$ cat config.mk
export PLATFORM = sky130hd
export DESIGN_NAME = aip_i2c_regport
export DESIGN_NICKNAME = d
export VERILOG_FILES = /design/src/aip_i2c_regport.v
export VERILOG_INCLUDE_DIRS = /design/src
export SDC_FILE = /design/constraint.sdc
export NUM_CORES = 1
export LEC_CHECK = 0
export ABC_AREA = 1
export BUFFER_PORTS_ARGS = -buffer_cell sky130_fd_sc_hd__buf_2
export CAP_MARGIN = 10
export CORE_UTILIZATION = 40
export DETAILED_ROUTE_END_ITERATION = 8
export MAX_ROUTING_LAYER = met4
export PLACE_DENSITY = 0.61
export SYNTH_ARGS = -nofsm -noshare
export SYNTH_HDL_FRONTEND = slang
export SYNTH_SLANG_ARGS = --single-unit
$ cat constraint.sdc
create_clock -name clk_i -period 13.52 [get_ports clk_i]
set_input_delay 0.676 -clock clk_i [delete_from_list [all_inputs] [get_ports clk_i]]
set_output_delay 0.676 -clock clk_i [all_outputs]
set_load 0.02 [all_outputs]
$ cat src/aip_consts.vh
// Purpose: Shared constants for the amplifier I2C register port
// Assumes: Included by aip_i2c_regport.v only
// Notes:   Offsets are subaddresses; one byte per register
`ifndef AIP_CONSTS_VH
`define AIP_CONSTS_VH

// Chip address: first five bits sent, then two strap bits, then R/W
`define AIP_ADDR_PREFIX   5'h05
// Register file extent
`define AIP_NUM_REGS      12
`define AIP_NUM_REGS_B    8'h0C
`define AIP_TOP_SUB       8'h0B
// Register offsets
`define AIP_REG_PWR       8'h00
`define AIP_REG_GAIN      8'h01
`define AIP_REG_VOL       8'h03
`define AIP_REG_STAT      8'h0A
// Field positions
`define AIP_PWR_DOWN_BIT  0
`define AIP_PWR_MUTE_BIT  1
// Reset values
`define AIP_PWR_RST       8'h01
`define AIP_VOL_RST       8'h40
`define AIP_OTHER_RST     8'h00
// Volume code 0 is +24 dB, each step -0.375 dB, last code near -70 dB
`define AIP_VOL_MAX       8'hFA

`endif

$ cat src/aip_i2c_regport.v
// Purpose: I2C slave control port and gain controls of an audio amplifier
// Assumes: SCL and SDA are synchronous to clk_i and far slower than it
// Notes:   SDA is open drain; sda_oe_o high pulls the line low
//
// Summary of operation
// [RULE_01] Acknowledge every accepted byte by pulling SDA low on ninth clock.
// [RULE_02] Write frame: start, address+W, ack, subaddress, ack, data, stop.
// [RULE_03] Burst write advances the subaddress pointer after every data byte.
// [RULE_04] Master loads the pointer by writing the subaddress before reading.
// [RULE_05] Master then sends repeated start and address with read bit set.
// [RULE_06] On read address match, drive register data out MSB first.
// [RULE_07] Master acks each wanted read byte, ends with nack and stop.
// [RULE_08] Address bits sent are 0,0,1,0,1, two strap bits, then R/W.
// [RULE_09] Strap level gives the two bits: 00, 01, 10, 11 in order.
// [RULE_10] Two-bit analog gain field at bits 1:0 picks full-scale mapping.
// [RULE_11] Digital volume in 0.375 dB steps from +24 dB down to -70 dB.
// [RULE_12] Controller mutes or powers down before stopping the audio clock.
// [RULE_13] Start or stop out of sequence abandons the transfer at once.
// [RULE_14] Unknown subaddress gets no acknowledge and the port goes idle.
// [RULE_15] Burst read past the top keeps returning the top register.
// [RULE_16] Burst write past the top is discarded, nacked, port goes idle.
// [RULE_17] Commit a written byte after its acknowledge, then advance pointer.
//
// The implementer's own choices: the register addresses and strobed register access.
`timescale 1ns/10ps
`include "aip_consts.vh"

module aip_i2c_regport (
  // Clock and reset
  input  wire       clk_i,
  input  wire       resetn_i,
  // I2C pins
  input  wire       scl_i,
  input  wire       sda_i,
  output reg        sda_o,
  output reg        sda_oe_o,
  // Address strap level, 0 pull-down .. 3 tied to logic supply
  input  wire [1:0] addr_strap_level_i,
  // Local register port
  input  wire [7:0] host_addr_i,
  input  wire [7:0] host_wdata_i,
  input  wire       host_we_i,
  input  wire       host_re_i,
  output reg  [7:0] host_rdata_o,
  // Amplifier controls
  output wire [1:0] analog_gain_select_o,
  output wire [7:0] volume_code_o,
  output wire       power_down_o,
  output wire       mute_o
);

  localparam [2:0] ST_IDLE = 3'd0;
  localparam [2:0] ST_ADDR = 3'd1;
  localparam [2:0] ST_SUB  = 3'd2;
  localparam [2:0] ST_WR   = 3'd3;
  localparam [2:0] ST_RD   = 3'd4;

  reg  [1:0] rst_sync_q;
  wire       rst_n;
  reg        strap_done_q;
  reg  [1:0] strap_q;
  reg        scl_q;
  reg        sda_q;
  reg        scl_prev_q;
  reg        sda_prev_q;
  reg  [2:0] state_q;
  reg  [2:0] next_q;
  reg  [3:0] bit_cnt_q;
  reg  [7:0] shift_q;
  reg        ack_q;
  reg        mack_q;
  reg  [7:0] ptr_q;
  reg  [7:0] wr_data_q;
  reg  [7:0] wr_addr_q;
  reg        wr_req_q;
  reg  [7:0] regs_q [0:`AIP_NUM_REGS-1];
  wire       scl_rise;
  wire       scl_fall;
  wire       start_cond;
  wire       stop_cond;
  wire [7:0] tx_byte;
  integer    i;

  //////////////////////////////////////////////////////////////////////////
  // Helper functions

  // Read value of a subaddress; status is live, unmapped reads zero
  function [7:0] rd_val;
    input [7:0] idx;
    begin
      if (idx == `AIP_REG_STAT) begin
        rd_val = {5'h00, strap_q, (state_q != ST_IDLE)};
      end else if (idx < `AIP_NUM_REGS_B) begin
        rd_val = regs_q[idx[3:0]];
      end else begin
        rd_val = 8'h00;
      end
    end
  endfunction

  // Value stored on a write; volume is held inside its range
  function [7:0] wr_fix;
    input [7:0] idx;
    input [7:0] val;
    begin
      if (idx == `AIP_REG_VOL && val > `AIP_VOL_MAX) begin
        wr_fix = `AIP_VOL_MAX; // see [RULE_11]
      end else begin
        wr_fix = val;
      end
    end
  endfunction

  // Reset value of each register
  function [7:0] rst_val;
    input integer idx;
    begin
      if (idx == 0) begin
        rst_val = `AIP_PWR_RST;
      end else if (idx == 3) begin
        rst_val = `AIP_VOL_RST;
      end else begin
        rst_val = `AIP_OTHER_RST;
      end
    end
  endfunction

  //////////////////////////////////////////////////////////////////////////
  // Reset release and strap capture

  // Two-stage release of the asynchronous reset
  always @(posedge clk_i or negedge resetn_i) begin
    if (!resetn_i) begin
      rst_sync_q <= 2'b00;
    end else begin
      rst_sync_q <= {rst_sync_q[0], 1'b1};
    end
  end

  assign rst_n = rst_sync_q[1];

  // Strap level caught once, in the first cycle after release
  always @(posedge clk_i or negedge rst_n) begin
    if (!rst_n) begin
      strap_done_q <= 1'b0;
      strap_q      <= 2'b00;
    end else if (!strap_done_q) begin
      strap_done_q <= 1'b1;
      strap_q      <= addr_strap_level_i; // see [RULE_09]
    end
  end

  //////////////////////////////////////////////////////////////////////////
  // Bus line sampling and condition detection

  // Previous line levels for edge and condition detection
  always @(posedge clk_i or negedge rst_n) begin
    if (!rst_n) begin
      scl_q      <= 1'b1;
      sda_q      <= 1'b1;
      scl_prev_q <= 1'b1;
      sda_prev_q <= 1'b1;
    end else begin
      scl_q      <= scl_i;
      sda_q      <= sda_i;
      scl_prev_q <= scl_q;
      sda_prev_q <= sda_q;
    end
  end

  assign scl_rise   = scl_q & ~scl_prev_q;
  assign scl_fall   = ~scl_q & scl_prev_q;
  assign start_cond = scl_q & scl_prev_q & sda_prev_q & ~sda_q;
  assign stop_cond  = scl_q & scl_prev_q & ~sda_prev_q & sda_q;
  assign tx_byte    = rd_val(ptr_q);

  //////////////////////////////////////////////////////////////////////////
  // Protocol state machine

  always @(posedge clk_i or negedge rst_n) begin
    if (!rst_n) begin
      state_q   <= ST_IDLE;
      next_q    <= ST_IDLE;
      bit_cnt_q <= 4'h0;
      shift_q   <= 8'h00;
      ack_q     <= 1'b0;
      mack_q    <= 1'b0;
      ptr_q     <= 8'h00;
      wr_data_q <= 8'h00;
      wr_addr_q <= 8'h00;
      wr_req_q  <= 1'b0;
      sda_o     <= 1'b0;
      sda_oe_o  <= 1'b0;
    end else begin
      wr_req_q <= 1'b0;
      sda_o    <= 1'b0;
      if (start_cond) begin
        // Start, repeated or not, always begins a new address byte
        state_q   <= ST_ADDR; // see [RULE_13]
        bit_cnt_q <= 4'h0;
        ack_q     <= 1'b0;
        mack_q    <= 1'b0;
        sda_oe_o  <= 1'b0;
      end else if (stop_cond) begin
        state_q  <= ST_IDLE; // see [RULE_13]
        ack_q    <= 1'b0;
        mack_q   <= 1'b0;
        sda_oe_o <= 1'b0;
      end else begin
        case (state_q)
          ST_ADDR, ST_SUB, ST_WR: begin
            if (scl_rise && !ack_q && bit_cnt_q != 4'h8) begin
              shift_q   <= {shift_q[6:0], sda_q};
              bit_cnt_q <= bit_cnt_q + 4'h1;
            end else if (scl_fall && !ack_q && bit_cnt_q == 4'h8) begin
              // Byte complete: accept and ack, or drop to idle
              if (state_q == ST_ADDR) begin
                if (shift_q[7:3] == `AIP_ADDR_PREFIX &&
                    shift_q[2:1] == strap_q) begin // see [RULE_08]
                  sda_oe_o <= 1'b1; // see [RULE_01]
                  ack_q    <= 1'b1;
                  next_q   <= shift_q[0] ? ST_RD : ST_SUB;
                end else begin
                  state_q <= ST_IDLE;
                end
              end else if (state_q == ST_SUB) begin
                if (shift_q < `AIP_NUM_REGS_B) begin
                  ptr_q    <= shift_q; // see [RULE_02]
                  sda_oe_o <= 1'b1;
                  ack_q    <= 1'b1;
                  next_q   <= ST_WR;
                end else begin
                  state_q <= ST_IDLE; // see [RULE_14]
                end
              end else begin
                if (ptr_q < `AIP_NUM_REGS_B) begin
                  wr_data_q <= shift_q;
                  sda_oe_o  <= 1'b1;
                  ack_q     <= 1'b1;
                  next_q    <= ST_WR;
                end else begin
                  state_q <= ST_IDLE; // see [RULE_16]
                end
              end
            end else if (scl_fall && ack_q) begin
              // End of the ack slot: release, commit, move on
              ack_q     <= 1'b0;
              bit_cnt_q <= 4'h0;
              state_q   <= next_q;
              if (state_q == ST_WR) begin
                wr_req_q  <= 1'b1; // see [RULE_17]
                wr_addr_q <= ptr_q;
                ptr_q     <= ptr_q + 8'h01; // see [RULE_03]
              end
              if (next_q == ST_RD) begin
                shift_q  <= tx_byte; // see [RULE_06]
                sda_oe_o <= ~tx_byte[7];
              end else begin
                sda_oe_o <= 1'b0;
              end
            end
          end
          ST_RD: begin
            if (scl_rise && !mack_q) begin
              bit_cnt_q <= bit_cnt_q + 4'h1;
            end else if (scl_fall && !mack_q) begin
              if (bit_cnt_q == 4'h8) begin
                sda_oe_o <= 1'b0; // free the line for the master ack
                mack_q   <= 1'b1;
              end else begin
                shift_q  <= {shift_q[6:0], 1'b0}; // see [RULE_06]
                sda_oe_o <= ~shift_q[6];
              end
            end else if (scl_rise && mack_q) begin
              if (sda_q) begin
                state_q <= ST_IDLE; // master nack ends the read
                mack_q  <= 1'b0;
              end else if (ptr_q != `AIP_TOP_SUB) begin
                ptr_q <= ptr_q + 8'h01;
              end // see [RULE_15]
            end else if (scl_fall && mack_q) begin
              mack_q    <= 1'b0;
              bit_cnt_q <= 4'h0;
              shift_q   <= tx_byte;
              sda_oe_o  <= ~tx_byte[7];
            end
          end
          default: begin
            sda_oe_o <= 1'b0;
          end
        endcase
      end
    end
  end

  //////////////////////////////////////////////////////////////////////////
  // Register file and local port

  // I2C commits take priority over a local write in the same cycle
  always @(posedge clk_i or negedge rst_n) begin
    if (!rst_n) begin
      for (i = 0; i < `AIP_NUM_REGS; i = i + 1) begin
        regs_q[i] <= rst_val(i);
      end
    end else if (wr_req_q) begin
      if (wr_addr_q != `AIP_REG_STAT && wr_addr_q < `AIP_NUM_REGS_B) begin
        regs_q[wr_addr_q[3:0]] <= wr_fix(wr_addr_q, wr_data_q);
      end
    end else if (host_we_i) begin
      if (host_addr_i != `AIP_REG_STAT && host_addr_i < `AIP_NUM_REGS_B) begin
        regs_q[host_addr_i[3:0]] <= wr_fix(host_addr_i, host_wdata_i);
      end
    end
  end

  // Local read data stand for exactly one cycle after the strobe
  always @(posedge clk_i or negedge rst_n) begin
    if (!rst_n) begin
      host_rdata_o <= 8'h00;
    end else if (host_re_i) begin
      host_rdata_o <= rd_val(host_addr_i);
    end else begin
      host_rdata_o <= 8'h00;
    end
  end

  // Controls taken straight from register bits
  assign analog_gain_select_o = regs_q[1][1:0]; // see [RULE_10]
  assign volume_code_o        = regs_q[3]; // see [RULE_11]
  assign power_down_o         = regs_q[0][`AIP_PWR_DOWN_BIT];
  assign mute_o               = regs_q[0][`AIP_PWR_MUTE_BIT];

endmodule // aip_i2c_regport

==> results_dict.tcl <==
set metrics [dict create \
    grt_max_degree 70 \
    synth_cell_type_count 45 \
    cp.required_ns 13.83 \
    detail_route.first_pass.iterations 6 \
    yosysSeqAreaShare_pct 40.1 \
    report.final.setup_viol 0 \
    htreeDepth 4 \
    drive_above_1_share_pct 12.8 \
    fin_nets 1408 \
    placementRows 57 \
    vias 9656 \
    crit_path_max_fanout 22 \
    slew_violations 0 \
    fillers 2505 \
    die-area_sq_um 25500 \
    final_area_sq_um 10800 \
    fin_skew_ns 0.00846 \
    hold_violations 0 \
    grt-ovfl-total 0 \
    areaGrowthSynthToFinish_pct 8.79 \
    routed_via_density 5.63 \
    pre_cts_ws_ns 10.11 \
    min_path_type "in2async" \
    netlist.area_leader.share_pct 38.5 \
    yosysTopAreaCell "dfrtp_1" \
    globalplace.congestion 1.07 \
    rsz0062_at_grt "no" \
    tns_ns 0 \
    status "completed" \
    max_slew_margin_pct 20.1 \
    core_region_area_sq_um 24300 \
    fin_crit_sh_pct 22.6 \
    synth-seq-cells 159 \
    cts.path.max_buffers 2 \
    max-cap-violations 0 \
    fmax_ghz 0.327 \
    cts_tree "built" \
    io_pins 46 \
    avgSynthCellArea_sq_um 7.22 \
    cts_setup_buffers 0 \
    netlist_area_sq_um 9940 \
    path_clk_slew_ns 0.07 \
    first_global_vias 8880 \
    cts_root_buf "clkbuf_16" \
    end_kind "register" \
    wire_per_inst_um 20.2 \
    dp_hpwl_um 24800 \
    grt_pass1_wl_um 53200 \
    placed_area_sq_um 10200 \
    port_buffers 44 \
    cts-hold-fix-buffers 0 \
    grt_util_all_layers_pct 28.5 \
    cts-buffers-inserted 17 \
    arrival_ns 3.37 \
    clkLatencyLatePin_ns 0.43 \
    cellPowerDensity_nw_per_um2 151 \
    ys_warn_count 0 \
    start_util_pct 40.9 \
    total_power_mw 1.63 \
    cts_resized 0 \
    max-vdd-ir-drop_mv 0.0713 \
    drc 0 \
    worstMarginPinSlew_ns 1.19 \
    synth_area_leaders "dfrtp_1 (39%), nand2_1 (17%), inv_1 (5.0%)" \
    die_w_um 160 \
    cp-start-kind "input pin" \
    setup_ws_ns 10.46 \
    p_leak_nw 5.25 \
    antenna_cells 0 \
    netlist_instances 1377 \
    routed_wl_um 34700 \
    drtIter0Drc 1159 \
    cts_sinks 159 \
    grt_antenna_before_repair 0 \
    crit_type "in2reg" \
    chipHeight_um 160 \
    fin_crit_ns 3.06 \
    antenna_left 0 \
]
-- worst max-delay path: stages --
cell     delay [ns]
buf_2          0.11
inv_1          0.08
nand2_2        0.10
inv_2          0.39
nand3_2        0.16
nand4_1        0.11
nand2_1        0.64
o21ai_1        0.70
inv_1          0.21
nand2_1        0.10
o21ai_0        0.08
-- cells by family after synthesis --
family	Yosys count	share of synthesized area (%)
buf+inv	228	10.1
xor+xnor	3	0.264
compound gates	326	20.5
other cells	2	0.0755
flops	159	40.1
fa+ha+maj	4	0.503
simple gates	655	28.4
-- state kept, by name, indices dropped and copies added (netlist names), 2 cells and up --
register	cells
strap_q	2
state_q	3
bit_cnt_q	4
host_rdata_o	8
next_q	3
regs_q	84
ptr_q	8
rst_sync_q	2
volume_code_o	8
wr_addr_q	8
shift_q	8
wr_data_q	8
analog_gain_select_o	2
-- cells in the mapped netlist (all sizes together) --
cell type / count
dfstp: 6
clkbuf: 23
nand3b: 3
nand4: 9
and3: 1
nor2: 94
inv: 160
nand2: 453
buf: 43
a211oi: 1
o21ai: 137
a21oi: 46
nor3: 17
o221ai: 5
xor2: 3
dfrtp: 153
o211ai: 12
nand3: 78
o31ai: 4
conb: 2
a22o: 5
o22ai: 75
clkinv: 2
ha: 4
a22oi: 41
-- cells in the final DEF (no fill, tap or decap), types with 17 or more instances in the layout --
master,n
o21ai_1,37
dfrtp_1,151
o21ai_0,76
a22oi_1,41
clkbuf_16,17
inv_1,133
a21oi_1,44
o22ai_1,75
buf_2,44
o21ai_2,20
nand2_1,438
inv_2,24
nand3_1,76
nor2_1,82
-- layer usage --
metal | part of all wire (%) | GRT usage (%)
met1 | 43 | 38.7
met2 | 44 | 41.9
met3 | 8.3 | 4.81
met4 | 4.4 | 12.4
met5 | 0 | -
-- worst paths after layout --
path / start / endpoint / slack, ns / cells after the start
setup / recovery: host_addr_i[0] / regs_q[49] / 10.46 / 11
hold / removal: resetn_i / rst_sync_q[1] / 0.01 / 1
setup reg to reg: wr_addr_q[1] / regs_q[49] / 10.66 / 9
hold reg to reg: rst_sync_q[1] / ptr_q[0] / 0.22 / 0
max in group asynchronous: rst_sync_q[1] / regs_q[86] / 11.24 / 2
min in group clk_i: sda_i / sda_q / 0.34 / 1
-- through the flow --
stage / hold WS, ns / instances / utilization [%]
finish: 0.0131 / 1716 / 44.5
global route: 0.00315 / 1716 / 44.5
CTS: 0.00193 / 1716 / 44.5
detailed placement: 0.225 / 1685 / 42.1
global placement: 0.221 / 1685 / 42.1
floorplan: 0.331 / 1378 / -
-- area by class of cell --
cell class	count	area (sq um)	area share, %
Multi-Input combinational cell	991	4960	45.8
Sequential cell	159	3990	36.9
Inverter	162	618	5.71
Clock buffer	20	447	4.13
Tap cell	324	405	3.75
Timing Repair Buffer	49	258	2.38
Clock inverter	11	143	1.32
-- power breakdown --
part | switching (mW) | total (mW) | internal (mW)
combinational | 0.406 | 0.561 | 0.155
clock | 0.208 | 0.502 | 0.294
sequential | 0.0512 | 0.568 | 0.516
Note: power is estimated with default switching activity, not from simulation.
